**config.mk**
```make
export PLATFORM = sky130hd
export DESIGN_NAME = sdram_cfg
export DESIGN_NICKNAME = d
export VERILOG_FILES = /design/src/hw/sdram_cfg_pkg.sv /design/src/hw/sdram_cfg.sv
export SDC_FILE = /design/constraint.sdc
export NUM_CORES = 2
export LEC_CHECK = 0
export BUFFER_PORTS_ARGS = -buffer_cell sky130_fd_sc_hd__buf_2
export CAP_MARGIN = 5
export CELL_PAD_IN_SITES_DETAIL_PLACEMENT = 1
export CELL_PAD_IN_SITES_GLOBAL_PLACEMENT = 1
export CORE_MARGIN = 10
export CORE_UTILIZATION = 47
export CTS_CLUSTER_DIAMETER = 60
export DETAILED_ROUTE_END_ITERATION = 6
export PLACE_DENSITY_LB_ADDON = 0.2
export SETUP_SLACK_MARGIN = 0.02
export SYNTH_ARGS = -nofsm -noshare
export SYNTH_HDL_FRONTEND = slang
export SYNTH_SLANG_ARGS = --single-unit
```
**constraint.sdc**
```tcl
create_clock -name mclk -period 25.7 [get_ports mclk]
set_input_delay 1.285 -clock mclk [delete_from_list [all_inputs] [get_ports mclk]]
set_output_delay 1.285 -clock mclk [all_outputs]
set_load 0.02 [all_outputs]
```
**src/hw/sdram_cfg_pkg.sv**
```systemverilog
// Purpose: Constants and types of the SDRAM controller configuration block
// Assumes: 32-bit AXI4-Lite register bus, 20 MHz core clock mclk
// Notes: Function list below
// Function
// - Three 2-bit strength codes for data, address/bank and command lines
// - Ratio code 001..111 gives divide 2..5 in half steps; 000 reserved
// - Refresh interval in core clocks; zero turns refresh off
// - Bank-to-bank refresh gap of 0, 1, 2 or 4 memory clocks
// - Address setup stretch adds one clock before chip select
// - Fair arbitration or processor first unless display is urgent
// - Management window at base plus 400000 maps to A0000..BFFFF
// - 2-bit strength code for all memory clock outputs
// - Five active-low gates, one per memory clock output
// - Clock shift in half core clocks, taken when start bit rises
// - Read data captured one or two core clocks after clock edge
// - At most two banks and eight devices
// - Module bank bit selects one or two module banks
// - Component bank bit, zero means two component banks
package sdram_cfg_pkg;
  // ----------------------------------------------------------------
  // Register map
  // ----------------------------------------------------------------
  localparam int          AXI_AW     = 16;
  localparam logic [15:0] OFS_CTL_A  = 16'h8400;
  localparam logic [15:0] OFS_CTL_B  = 16'h8404;
  localparam logic [15:0] OFS_BANK   = 16'h8408;
  localparam logic [15:0] OFS_TIM    = 16'h840c;
  localparam logic [15:0] OFS_GBASE  = 16'h8414;
  localparam logic [15:0] OFS_DRI    = 16'h8418;
  localparam logic [15:0] OFS_DRA    = 16'h841c;
  localparam logic [31:0] RST_CTL_A  = 32'h248c0040;
  localparam logic [31:0] RST_CTL_B  = 32'h00000801;
  localparam logic [31:0] RST_BANK   = 32'h41104110;
  localparam logic [31:0] RST_TIM    = 32'h2a733225;
  localparam logic [31:0] RST_ZERO   = 32'h00000000;
  localparam logic [1:0]  RESP_OK    = 2'b00;
  localparam logic [1:0]  RESP_SLV   = 2'b10;
  // ----------------------------------------------------------------
  // Field positions
  // ----------------------------------------------------------------
  localparam int A_DATA  = 30;
  localparam int A_ADDR  = 27;
  localparam int A_CMD   = 24;
  localparam int A_RATIO = 18;
  localparam int A_GO    = 17;
  localparam int A_RFIV  = 8;
  localparam int A_STAG  = 6;
  localparam int A_SETUP = 5;
  localparam int A_FAIR  = 3;
  localparam int A_REMAP = 2;
  localparam int A_PROG  = 0;
  localparam int B_CLKS  = 12;
  localparam int B_GATE  = 6;
  localparam int B_SHIFT = 3;
  localparam int B_RDPH  = 1;
  localparam int K_MOD   = 14;
  localparam int K_COMP  = 12;
  localparam int K_SIZE  = 8;
  localparam int T_CAS   = 28;
  localparam int DR_AW   = 10;
  // ----------------------------------------------------------------
  // Codes and windows
  // ----------------------------------------------------------------
  localparam logic [2:0]  RATIO_RSVD = 3'h0;
  localparam logic [2:0]  SHIFT_RSVD = 3'h7;
  localparam logic [2:0]  RATIO_DFLT = 3'h3;
  localparam logic [3:0]  HALF_BIAS  = 4'h3;
  localparam logic [3:0]  HALF_STEP  = 4'h2;
  localparam logic [31:0] MGMT_BASE  = 32'h00400000;
  localparam logic [31:0] MGMT_SIZE  = 32'h00020000;
  localparam logic [31:0] MGMT_PHYS  = 32'h000a0000;
  localparam int          MCLK_NS    = 50;

  typedef enum {RF_IDLE, RF_GAP} rf_state_e;

  typedef struct packed {
    logic [1:0] data;
    logic [1:0] addr;
    logic [1:0] cmd;
    logic [1:0] clk;
  } pad_cfg_s;

  typedef struct packed {
    logic       two_mod;
    logic       comp;
    logic [2:0] size;
  } geom_s;
endpackage

```
**src/hw/sdram_cfg.sv**
```systemverilog
// Purpose: Configuration, clocking and refresh control of the SDRAM controller
// Assumes: Feedback clock arrives from the pin, other inputs on mclk
// Notes: Half-core-clock shift and ratio steps are approximated on mclk
`timescale 1ns/1ps
`default_nettype none
module sdram_cfg
  import sdram_cfg_pkg::*;
#(
  parameter int BANKS = 2
) (
  input  wire logic              mclk,
  input  wire logic              rst,
  input  wire logic [AXI_AW-1:0] s_axi_awaddr,
  input  wire logic              s_axi_awvalid,
  output logic                   s_axi_awready,
  input  wire logic [31:0]       s_axi_wdata,
  input  wire logic [3:0]        s_axi_wstrb,
  input  wire logic              s_axi_wvalid,
  output logic                   s_axi_wready,
  output logic [1:0]             s_axi_bresp,
  output logic                   s_axi_bvalid,
  input  wire logic              s_axi_bready,
  input  wire logic [AXI_AW-1:0] s_axi_araddr,
  input  wire logic              s_axi_arvalid,
  output logic                   s_axi_arready,
  output logic [31:0]            s_axi_rdata,
  output logic [1:0]             s_axi_rresp,
  output logic                   s_axi_rvalid,
  input  wire logic              s_axi_rready,
  input  wire logic              memclk_fb,
  input  wire logic              cmd_start,
  input  wire logic              cpu_req,
  input  wire logic              disp_req,
  input  wire logic              disp_hi,
  input  wire logic [31:0]       sys_addr,
  output logic [4:0]             memory_clock_out,
  output logic [BANKS-1:0]       refresh_req,
  output logic                   mode_register_load,
  output logic [2:0]             cas_latency_code,
  output logic                   read_capture,
  output logic                   addr_drive,
  output logic                   cs_n,
  output logic                   grant_cpu,
  output logic                   grant_disp,
  output logic [31:0]            phys_addr,
  output pad_cfg_s               pad_cfg,
  output geom_s                  geom
);
  // ----------------------------------------------------------------
  // Register bus
  // ----------------------------------------------------------------
  logic [31:0]       ctl_a_r, ctl_b_r, bank_r, tim_r, gbase_r, dri_r;
  logic [1:0]        dr_mem [2**DR_AW];
  logic [AXI_AW-1:0] waddr_r;
  logic [31:0]       wdata_r;
  logic [3:0]        wstrb_r;
  logic              aw_ok_r, w_ok_r;

  function automatic logic [31:0] wmerge(input logic [31:0] o, input logic [31:0] d,
                                         input logic [3:0] s);
    logic [31:0] r;
    r = o;
    for (int i = 0; i < 4; i++) begin
      if (s[i]) begin
        r[i*8 +: 8] = d[i*8 +: 8];
      end
    end
    return r;
  endfunction

  wire aw_take = s_axi_awvalid & s_axi_awready;
  wire w_take  = s_axi_wvalid & s_axi_wready;
  wire wr_do   = aw_ok_r & w_ok_r & ~s_axi_bvalid;
  wire ar_take = s_axi_arvalid & s_axi_arready;
  wire ws_a    = waddr_r == OFS_CTL_A;
  wire ws_b    = waddr_r == OFS_CTL_B;
  wire ws_k    = waddr_r == OFS_BANK;
  wire ws_t    = waddr_r == OFS_TIM;
  wire ws_g    = waddr_r == OFS_GBASE;
  wire ws_i    = waddr_r == OFS_DRI;
  wire ws_d    = waddr_r == OFS_DRA;
  wire w_hit   = ws_a | ws_b | ws_k | ws_t | ws_g | ws_i | ws_d;
  wire [DR_AW-1:0] dr_idx = dri_r[DR_AW-1:0];
  wire [15:0] ra = s_axi_araddr;
  wire r_hit = ra == OFS_CTL_A || ra == OFS_CTL_B || ra == OFS_BANK || ra == OFS_TIM ||
               ra == OFS_GBASE || ra == OFS_DRI || ra == OFS_DRA;
  wire [31:0] rd_mux = ra == OFS_CTL_A ? ctl_a_r :
                       ra == OFS_CTL_B ? ctl_b_r :
                       ra == OFS_BANK  ? bank_r  :
                       ra == OFS_TIM   ? tim_r   :
                       ra == OFS_GBASE ? gbase_r :
                       ra == OFS_DRI   ? dri_r   :
                       ra == OFS_DRA   ? {30'h0, dr_mem[dr_idx]} : RST_ZERO;

  always_ff @(posedge mclk) begin
    if (rst) begin
      s_axi_awready <= 1'b1;
      s_axi_wready  <= 1'b1;
      s_axi_bvalid  <= 1'b0;
      s_axi_bresp   <= RESP_OK;
      aw_ok_r       <= 1'b0;
      w_ok_r        <= 1'b0;
      waddr_r       <= '0;
      wdata_r       <= RST_ZERO;
      wstrb_r       <= 4'h0;
    end else begin
      if (aw_take) begin
        waddr_r       <= s_axi_awaddr;
        aw_ok_r       <= 1'b1;
        s_axi_awready <= 1'b0;
      end
      if (w_take) begin
        wdata_r      <= s_axi_wdata;
        wstrb_r      <= s_axi_wstrb;
        w_ok_r       <= 1'b1;
        s_axi_wready <= 1'b0;
      end
      if (wr_do) begin
        aw_ok_r      <= 1'b0;
        w_ok_r       <= 1'b0;
        s_axi_bvalid <= 1'b1;
        s_axi_bresp  <= w_hit ? RESP_OK : RESP_SLV;
      end
      if (s_axi_bvalid && s_axi_bready) begin
        s_axi_bvalid  <= 1'b0;
        s_axi_awready <= 1'b1;
        s_axi_wready  <= 1'b1;
      end
    end
  end

  always_ff @(posedge mclk) begin
    if (rst) begin
      ctl_a_r <= RST_CTL_A;
      ctl_b_r <= RST_CTL_B;
      bank_r  <= RST_BANK;
      tim_r   <= RST_TIM;
      gbase_r <= RST_ZERO;
      dri_r   <= RST_ZERO;
    end else if (wr_do) begin
      if (ws_a) ctl_a_r <= wmerge(ctl_a_r, wdata_r, wstrb_r);
      if (ws_b) ctl_b_r <= wmerge(ctl_b_r, wdata_r, wstrb_r);
      if (ws_k) bank_r  <= wmerge(bank_r, wdata_r, wstrb_r);
      if (ws_t) tim_r   <= wmerge(tim_r, wdata_r, wstrb_r);
      if (ws_g) gbase_r <= wmerge(gbase_r, wdata_r, wstrb_r);
      if (ws_i) dri_r   <= wmerge(dri_r, wdata_r, wstrb_r);
    end
  end

  // Dirty RAM has no reset: it is a memory, cleared by software
  always_ff @(posedge mclk) begin
    if (wr_do && ws_d && wstrb_r[0]) dr_mem[dr_idx] <= wdata_r[1:0];
  end

  always_ff @(posedge mclk) begin
    if (rst) begin
      s_axi_arready <= 1'b1;
      s_axi_rvalid  <= 1'b0;
      s_axi_rdata   <= RST_ZERO;
      s_axi_rresp   <= RESP_OK;
    end else if (ar_take) begin
      s_axi_arready <= 1'b0;
      s_axi_rvalid  <= 1'b1;
      s_axi_rdata   <= rd_mux;
      s_axi_rresp   <= r_hit ? RESP_OK : RESP_SLV;
    end else if (s_axi_rvalid && s_axi_rready) begin
      s_axi_rvalid  <= 1'b0;
      s_axi_arready <= 1'b1;
    end
  end

  // ----------------------------------------------------------------
  // Memory clock generation
  // ----------------------------------------------------------------
  logic       go_prev_r, prog_prev_r, run_r;
  logic [2:0] div_act_r, shift_act_r;
  logic [3:0] acc_r;
  logic [2:0] dl_r;
  wire [2:0] ratio_w = ctl_a_r[A_RATIO +: 3];
  wire [2:0] shift_w = ctl_b_r[B_SHIFT +: 3];
  wire go_rise   = ctl_a_r[A_GO] & ~go_prev_r;
  wire prog_rise = ctl_a_r[A_PROG] & ~prog_prev_r;
  // Period in half core clocks: code 1 gives 4, code 7 gives 10
  wire [3:0] per     = {1'b0, div_act_r} + HALF_BIAS;
  wire [3:0] acc_sum = acc_r + HALF_STEP;
  wire       wrap    = acc_sum >= per;
  wire [3:0] acc_nxt = wrap ? acc_sum - per : acc_sum;
  wire       tick    = run_r & wrap;
  // Odd periods toggle on whole core clocks, so duty is not exactly half
  wire       raw     = run_r & (acc_r < {1'b0, per[3:1]});
  wire [3:0] taps    = {dl_r, raw};
  wire       shifted = taps[shift_act_r[2:1]];

  always_ff @(posedge mclk) begin
    if (rst) begin
      go_prev_r   <= 1'b0;
      prog_prev_r <= 1'b0;
      run_r       <= 1'b0;
      div_act_r   <= RATIO_DFLT;
      shift_act_r <= 3'h0;
      acc_r       <= 4'h0;
      dl_r        <= 3'h0;
    end else begin
      go_prev_r   <= ctl_a_r[A_GO];
      prog_prev_r <= ctl_a_r[A_PROG];
      if (go_rise) begin
        run_r <= 1'b1;
        acc_r <= 4'h0;
        if (ratio_w != RATIO_RSVD) div_act_r <= ratio_w;
        if (shift_w != SHIFT_RSVD) shift_act_r <= shift_w;
      end else begin
        acc_r <= run_r ? acc_nxt : 4'h0;
      end
      dl_r <= {dl_r[1:0], raw};
    end
  end

  // One register for all five outputs keeps a single writer per variable
  wire [4:0] mco_nxt;
  genvar g;
  generate
    for (g = 0; g < 5; g++) begin : gen_gate
      assign mco_nxt[g] = shifted & ~ctl_b_r[B_GATE + g];
    end
  endgenerate

  always_ff @(posedge mclk) begin
    if (rst) memory_clock_out <= 5'h00;
    else memory_clock_out <= mco_nxt;
  end

  // ----------------------------------------------------------------
  // Read capture from the fed-back clock
  // ----------------------------------------------------------------
  logic fb_s1_r, fb_s2_r, fb_s3_r, fb_d_r;
  wire  fb_rise = fb_s2_r & ~fb_s3_r;

  always_ff @(posedge mclk) begin
    if (rst) begin
      fb_s1_r      <= 1'b0;
      fb_s2_r      <= 1'b0;
      fb_s3_r      <= 1'b0;
      fb_d_r       <= 1'b0;
      read_capture <= 1'b0;
    end else begin
      fb_s1_r      <= memclk_fb;
      fb_s2_r      <= fb_s1_r;
      fb_s3_r      <= fb_s2_r;
      fb_d_r       <= fb_rise;
      read_capture <= ctl_b_r[B_RDPH] ? fb_d_r : fb_rise;
    end
  end

  // ----------------------------------------------------------------
  // Refresh
  // ----------------------------------------------------------------
  rf_state_e  rf_st_r;
  logic [8:0] rf_cnt_r;
  logic [2:0] gap_r;
  wire [8:0] ival   = ctl_a_r[A_RFIV +: 9];
  wire [1:0] stag   = ctl_a_r[A_STAG +: 2];
  wire       rf_hit = (ival != 9'h0) && (rf_cnt_r == ival - 9'h1);
  wire [2:0] gap_n  = stag == 2'b11 ? 3'h4 : {1'b0, stag};
  // Second bank is refreshed only when fitted, so a one-bank board ignores the gap
  wire       two_bk = (BANKS > 1) & bank_r[K_MOD];

  always_ff @(posedge mclk) begin
    if (rst) begin
      rf_st_r     <= RF_IDLE;
      rf_cnt_r    <= 9'h0;
      gap_r       <= 3'h0;
      refresh_req <= '0;
    end else begin
      refresh_req <= '0;
      rf_cnt_r    <= (ival == 9'h0 || rf_hit) ? 9'h0 : rf_cnt_r + 9'h1;
      case (rf_st_r)
        RF_IDLE: begin
          if (rf_hit) begin
            refresh_req[0] <= 1'b1;
            if (two_bk && gap_n == 3'h0) refresh_req[BANKS-1] <= 1'b1;
            else if (two_bk) begin
              rf_st_r <= RF_GAP;
              gap_r   <= gap_n;
            end
          end
        end
        RF_GAP: begin
          // Bank 0 keeps its own interval even while bank 1 still waits
          refresh_req[0] <= rf_hit;
          if (tick) begin
            gap_r <= gap_r - 3'h1;
            if (gap_r == 3'h1) begin
              refresh_req[BANKS-1] <= 1'b1;
              rf_st_r              <= RF_IDLE;
            end
          end
        end
        default: rf_st_r <= RF_IDLE;
      endcase
    end
  end

  // ----------------------------------------------------------------
  // Command setup, arbitration, remap and static settings
  // ----------------------------------------------------------------
  logic wait_r, fair_last_r;
  wire  fair   = ctl_a_r[A_FAIR];
  wire  both   = cpu_req & disp_req;
  wire  pick_c = both ? (fair ? fair_last_r : ~disp_hi) : cpu_req;
  wire [31:0] win_off = sys_addr - MGMT_BASE;
  wire  in_win = ctl_a_r[A_REMAP] & (sys_addr >= MGMT_BASE) & (win_off < MGMT_SIZE);

  always_ff @(posedge mclk) begin
    if (rst) begin
      addr_drive         <= 1'b0;
      cs_n               <= 1'b1;
      wait_r             <= 1'b0;
      grant_cpu          <= 1'b0;
      grant_disp         <= 1'b0;
      fair_last_r        <= 1'b0;
      phys_addr          <= RST_ZERO;
      mode_register_load <= 1'b0;
      cas_latency_code   <= 3'h0;
      pad_cfg            <= '0;
      geom               <= '0;
    end else begin
      if (cmd_start && !addr_drive) begin
        addr_drive <= 1'b1;
        wait_r     <= ctl_a_r[A_SETUP];
      end else if (addr_drive && tick) begin
        if (wait_r) wait_r <= 1'b0;
        else if (cs_n) cs_n <= 1'b0;
        else begin
          cs_n       <= 1'b1;
          addr_drive <= 1'b0;
        end
      end
      grant_cpu  <= pick_c;
      grant_disp <= disp_req & ~pick_c;
      if (both) fair_last_r <= ~pick_c;
      phys_addr <= in_win ? MGMT_PHYS + win_off : sys_addr;
      mode_register_load <= prog_rise;
      if (prog_rise) cas_latency_code <= tim_r[T_CAS +: 3];
      pad_cfg <= '{ctl_a_r[A_DATA +: 2], ctl_a_r[A_ADDR +: 2], ctl_a_r[A_CMD +: 2],
                   ctl_b_r[B_CLKS +: 2]};
      geom <= '{bank_r[K_MOD], bank_r[K_COMP], bank_r[K_SIZE +: 3]};
    end
  end
endmodule // sdram_cfg
`default_nettype wire

```
After elaboration in Yosys (flattened, before gate mapping)
Memory sizes are Yosys's and may differ from the RTL's.
Index checks and enable logic that the tools add are counted.
- memories: 1
- bits in writable memories: 2048
- flip-flop bits (word level): 414
- bitwise gates (word level): 39
- multiplexer cells: 46
- reductions and logical operators: 58
- eq/ne operators: 26
- $lt $le $gt $ge: 5
- add/subtract/negate cells: 8
- memories (memory ; depth ; bits a word ; read ports ; clocked after Yosys merged registers in ; wr ports ; line ; RTL):
    dr_mem ; 1024 ; 2 ; 1 ; 0 ; 1 ; sdram_cfg.sv:53 ; logic [1:0] dr_mem [2**DR_AW];
- operators by type and width (kind ; count):
    32-bit 2-to-1 mux ; 12
    16-bit == test (second input constant) ; 14
    3-bit AND reduction ; 26
    32-bit one-hot mux with 2 select lines ; 1
    20-bit by 32-bit adder with 32-bit output (first input constant) ; 1
    32-bit by 1-bit == test with 1-bit output (second input constant) ; 1
    32-bit by 23-bit >= comparator with 1-bit output (second input constant) ; 1
    32-bit logical NOT ; 1
    32-bit by 18-bit < comparator with 1-bit output (second input constant) ; 1
    32-bit by 23-bit subtractor with 32-bit output (second input constant) ; 1
    1-bit 2-to-1 mux ; 20
    1-bit AND ; 19
    3-bit 2-to-1 mux ; 5
    1-bit NOT ; 14
    2-bit inequality test (second input constant) ; 5
    5-bit AND reduction ; 2
    9-bit by 1-bit adder with 9-bit output (second input constant) ; 1
    9-bit == test ; 1
    9-bit logical NOT ; 1
    9-bit nonzero test ; 1
    9-bit by 1-bit subtractor with 9-bit output (second input constant) ; 1
    1-bit logical AND ; 8
    2-bit 2-to-1 mux ; 4
    1-bit logical OR ; 7
    other kinds (23) ; 34

Longest topological paths before layout
- depth in word-level cells: 8
- depth in mapped cells: 13

Worst setup path before layout
No wires, ideal clock.
- path type: register -> register
- start: register wdata_r[0]
- end: memory dr_mem[0][0], data pin
- setup slack: 10026 ps
- data required time: 22865 ps
- path buffers: 0
- stages on the path, launching flop included: 1
- arrival time: 12839 ps
- setup time: 2835 ps
- path through: dfxtp_1
- RTL lines (what ; line ; RTL):
    start: declaration ; sdram_cfg.sv:55 ; logic [31:0] wdata_r;
    start signal: assignment ; sdram_cfg.sv:113 ; wdata_r <= s_axi_wdata;
    end: declaration ; sdram_cfg.sv:53 ;
Straight into the memory's write port.

Final worst setup path
- start: register dri_r[1]
- end: register s_axi_rdata[0]
- cells in the longest elaborated chain, start to end: 8
- ends and longest elaborated chain (what ; line ; RTL):
    start: declaration ; sdram_cfg.sv:52 ; logic [31:0] ctl_a_r, ctl_b_r, bank_r, tim_r, gbase_r, dri_r;
    start signal: assignment ; sdram_cfg.sv:146 ; if (ws_i) dri_r <= wmerge(dri_r, wdata_r, wstrb_r);
    memory 1024 x 2 bit ; - ;
    2-bit 2-to-1 mux ; sdram_cfg.sv:93 ; ra == OFS_DRA ? {30'h0, dr_mem[dr_idx]} : RST_ZERO;
    32-bit 2-to-1 mux ; sdram_cfg.sv:92 ; ra == OFS_DRI ? dri_r :
    32-bit 2-to-1 mux ; sdram_cfg.sv:91 ; ra == OFS_GBASE ? gbase_r :
    32-bit 2-to-1 mux ; sdram_cfg.sv:90 ; ra == OFS_TIM ? tim_r :
    32-bit 2-to-1 mux ; sdram_cfg.sv:89 ; ra == OFS_BANK ? bank_r :
    32-bit 2-to-1 mux ; sdram_cfg.sv:88 ; ra == OFS_CTL_B ? ctl_b_r :
    32-bit 2-to-1 mux ; sdram_cfg.sv:87 ; wire [31:0] rd_mux = ra == OFS_CTL_A ? ctl_a_r :
    end signal: assignment ; sdram_cfg.sv:164 ; s_axi_rdata <= rd_mux;
    end: declaration ; sdram_cfg.sv:26 ; output logic [31:0] s_axi_rdata,
Every way passes these cells.
A chain may end at the register's enable or synchronous reset.

==> metrics <==
Maximum Capacitance Violations=0; layout net count=7,380; pins over their slew limit=0; relative slew slack=about 9%; slew at the pin closest to its max-slew limit=between 1 and 1.5 ns; post-route antenna net violation count=0; predominant post-synthesis flop cell=sky130_fd_sc_hd__edfxtp_1; Pwr per Cell Area=roughly 74 nW/um2; count of port buffers added during placement=roughly 210; number of synthesis warnings=0; vias post-DR=about 62,000; initial antenna violation count=14; ratio of routed vias to standard cells=slightly above 6; GRT overflow=0; weighted congestion reported at the end of routability-driven placement=~0.8; final core utilization=between 50% and 60%; final sum of negative setup slack=0 ns; type of the worst min-delay path=flop to flop; maximum net fanout on the critical path=around 120; average wire per standard cell=30.8 um; Hold Violations, Final=0; number of register bits inferred by synthesis=about 2,400; post-CTS sizing=0; Crit. End Element=flop; total track usage=26.9%; maximum number of pins on one net before global-route repair=between 200 and 250; worst hold path endpoint=fb_d_r; H-tree lvl count=5; worst endpoint data arrival time=approximately 7.5 ns; vias in the first global route=64,321; Clock Sinks=roughly 2,400; cell depth of the worst hold path=1; root buffer cell=sky130_fd_sc_hd__clkbuf_16; minimum clock period after layout=~6.7 ns; area added between synthesis and finish=12.3%; beginning of the worst hold path=fb_s3_r; sequential element share of the synthesized area=between 70% and 80%; mean instance size in the synthesized netlist=roughly 14 um2; Worst Reg-to-Reg Cells=13; total die area=around 230,000 um2; endpoint of the worst register-to-register path=s_axi_rdata[0]; number of enable-type register cells in the synthesized netlist=approximately 2,000; I/O pin total=about 210; clock latency on the worst-skew pair=approximately 0.95 ns; num rows=between 150 and 200; setup-violating endpoint count in the final report=0; buffer count from post-CTS setup fixing=0; synthesized area=~98,000 um2; Lkg Pwr=about 33 nW; minimum setup slack among reg-to-reg paths=18.98 ns; iteration-0 DRC count of the detailed router=6,750; post-layout power=between 8 and 9 mW; layout cell share with drive strength beyond 1=between 10% and 20%; global-route wire length before repair=about 450,000 um; run status=finished clean; IR Drop Worst-Case VDD=0.0000666 V; class of the most critical setup path=flop to flop; total CTS buffers=276; die boundary height=~480 um; number of search-and-repair iterations in the first detailed-routing pass=6; maximum frequency from static timing analysis=149 MHz; CTS tree=done; worst flop-to-flop path startpoint=dri_r[1]; proportion of register bits with asynchronous set or reset after synthesis=0%; starting utilization of the core area=a little under half; crit path launch type=flop; synth unique cells=74; maximum count of clock buffers along a single path=4; Critical Path RT=roughly 26 ns; Die X-Extent=approximately 480 um; setup skew after layout=approximately 0.046 ns; Remaining DRCs=0; Post-Synthesis Cells=slightly above 7,000; Floorplan Core Area=between 200,000 and 250,000 um2; half-perimeter wire length after detailed placement=177,000 um; clock transition at the registers of the reported paths=0.06 ns; count of hold-fix buffers inserted at cts=0; Filler cells=between 20,000 and 25,000; RSZ-0062 raised after global routing=false; period utilisation layout=a little over a quarter; drt total wl=about 310,000 um
-- Yosys cell counts, types with 24 or more instances --
| cell type | instances | share of area (%) |
|---|---|---|
| sky130_fd_sc_hd__edfxtp_1 | 2048 | 63 |
| sky130_fd_sc_hd__nor2_1 | 1231 | 4.7 |
| sky130_fd_sc_hd__mux2i_1 | 909 | 9.3 |
| sky130_fd_sc_hd__nand2_1 | 563 | 2.2 |
| sky130_fd_sc_hd__dfxtp_1 | 380 | 7.8 |
| sky130_fd_sc_hd__o22ai_1 | 378 | 2.4 |
| sky130_fd_sc_hd__clkbuf_1 | 374 | 1.4 |
| sky130_fd_sc_hd__a21oi_1 | 251 | 1.3 |
| sky130_fd_sc_hd__buf_2 | 103 | 0.53 |
| sky130_fd_sc_hd__nor3_1 | 92 | 0.47 |
| sky130_fd_sc_hd__nand3_1 | 78 | 0.40 |
| sky130_fd_sc_hd__o21ai_0 | 76 | 0.39 |
| sky130_fd_sc_hd__nor2b_1 | 65 | 0.42 |
| sky130_fd_sc_hd__nor4_1 | 65 | 0.42 |
| sky130_fd_sc_hd__mux4_2 | 64 | 1.5 |
| sky130_fd_sc_hd__a22oi_1 | 57 | 0.44 |
| sky130_fd_sc_hd__buf_1 | 43 | 0.17 |
| sky130_fd_sc_hd__a22o_1 | 32 | 0.29 |
| sky130_fd_sc_hd__nand3b_1 | 31 | 0.24 |
| sky130_fd_sc_hd__a221oi_1 | 30 | 0.27 |
| sky130_fd_sc_hd__a311oi_1 | 30 | 0.27 |
| sky130_fd_sc_hd__nand4_1 | 27 | 0.17 |
| sky130_fd_sc_hd__inv_1 | 24 | 0.092 |
-- worst max-delay path by stage --
stage                     cells after the start  slack (ns)             end  startpoint
after floorplan                               0       10.03    dr_mem[0][0]  wdata_r[0]
after global placement                       13       19.07  s_axi_rdata[1]    dri_r[1]
after detailed placement                     13       19.01  s_axi_rdata[0]    dri_r[1]
after CTS                                    13       18.90  s_axi_rdata[0]    dri_r[1]
after global routing                         13       18.64  s_axi_rdata[1]    dri_r[1]
final                                        13       18.98  s_axi_rdata[0]    dri_r[1]
-- worst max-delay path: stages (launching register included) --
cell,delay (ns)
sky130_fd_sc_hd__dfxtp_4,0.91
sky130_fd_sc_hd__buf_12,0.61
sky130_fd_sc_hd__buf_12,0.71
sky130_fd_sc_hd__buf_4,0.77
sky130_fd_sc_hd__buf_4,0.73
sky130_fd_sc_hd__buf_4,0.80
sky130_fd_sc_hd__mux2i_1,0.31
sky130_fd_sc_hd__o22ai_1,0.12
sky130_fd_sc_hd__nor3_1,0.32
sky130_fd_sc_hd__nand3_1,0.17
sky130_fd_sc_hd__nand3_1,0.18
sky130_fd_sc_hd__o21ai_0,0.14
sky130_fd_sc_hd__nor4_1,0.35
sky130_fd_sc_hd__o22ai_1,0.13
-- power by group --
part / switching (mW) / total (mW) / internal [mW]
Combinational: 0.0936 / 0.119 / 0.0250
Sequential: 0.0166 / 4.30 / 4.28
Clock: 1.53 / 3.68 / 2.15
-- cells by family after synthesis --
logic type | Yosys count | synth area share (%)
other | 1 | 0.00384
buffers and inverters | 554 | 2.31
adders and majority gates | 18 | 0.238
muxes | 975 | 10.8
and+or+nand+nor | 2242 | 9.78
AOI/OAI and AO/OA | 920 | 5.90
xor gates and xnor gates | 24 | 0.215
DFF | 2428 | 70.7
-- sequential cells by signal (all words and copies together) (netlist names), 8 cells and up --
register     flops
bank_r          32
ctl_a_r         32
ctl_b_r         32
dr_mem        2048
dri_r           32
gbase_r         32
pad_cfg          8
phys_addr       32
rf_cnt_r         9
s_axi_rdata     32
tim_r           32
waddr_r         16
wdata_r         32
-- layer usage --
layer  share of wire (%)  track usage, %  vias up
met3                 7.3            4.15      548
met5               0.019               0        -
met1                  40            35.5    32449
li1                    -               -    26863
met2                  49            45.3     2539
met4                 3.7            9.60        8
-- stage by stage --
stage	setup WS [ns]	hold WS, ns	cells	area, um2
2_1_floorplan	10.03	0.393	7163	97700
3_3_place_gp	19.07	0.400	9673	101000
3_5_place_dp	19.01	0.411	9673	101000
4_1_cts	18.90	0.418	10133	110000
5_1_grt	18.64	0.436	10138	110000
6_report	18.98	0.413	10139	110000
-- cells in the final DEF (no fill, tap or decap), types with 12 or more instances in the layout --
cell and count:
sky130_fd_sc_hd__and2_1 12, sky130_fd_sc_hd__buf_4 119, sky130_fd_sc_hd__nand3_1 78, sky130_fd_sc_hd__o22ai_1 378
sky130_fd_sc_hd__clkbuf_16 279, sky130_fd_sc_hd__a22oi_1 57, sky130_fd_sc_hd__nand2_1 531, sky130_fd_sc_hd__nand2_4 21
sky130_fd_sc_hd__nor2b_1 63, sky130_fd_sc_hd__nand3b_1 31, sky130_fd_sc_hd__xor2_1 16, sky130_fd_sc_hd__clkinv_1 44
sky130_fd_sc_hd__ha_1 17, sky130_fd_sc_hd__a21oi_1 251, sky130_fd_sc_hd__o21ai_0 76, sky130_fd_sc_hd__mux4_2 64
sky130_fd_sc_hd__nor2_1 1225, sky130_fd_sc_hd__inv_1 24, sky130_fd_sc_hd__clkbuf_1 64, sky130_fd_sc_hd__nand4_1 27
sky130_fd_sc_hd__nor4_1 65, sky130_fd_sc_hd__edfxtp_1 2048, sky130_fd_sc_hd__nor3_1 91, sky130_fd_sc_hd__dfxtp_1 374
sky130_fd_sc_hd__bufinv_16 13, sky130_fd_sc_hd__a311oi_1 30, sky130_fd_sc_hd__a22o_1 32, sky130_fd_sc_hd__mux2i_1 909
sky130_fd_sc_hd__buf_2 210, sky130_fd_sc_hd__clkinv_2 35, sky130_fd_sc_hd__clkbuf_8 14, sky130_fd_sc_hd__a221oi_1 30
-- area by class of cell --
type | count | area, um2 | share of cell area, %
timing repair buffer | 339 | 2160 | 1.97
clock inverter | 102 | 822 | 0.749
tap | 2704 | 3380 | 3.08
clock buffer | 358 | 7420 | 6.76
antenna | 3 | 7.51 | 0.00684
multi-input combinational | 4181 | 26700 | 24.4
sequential | 2428 | 69100 | 63.0
inverter | 24 | 90.1 | 0.0821
Power figures use the tool's default switching activity.
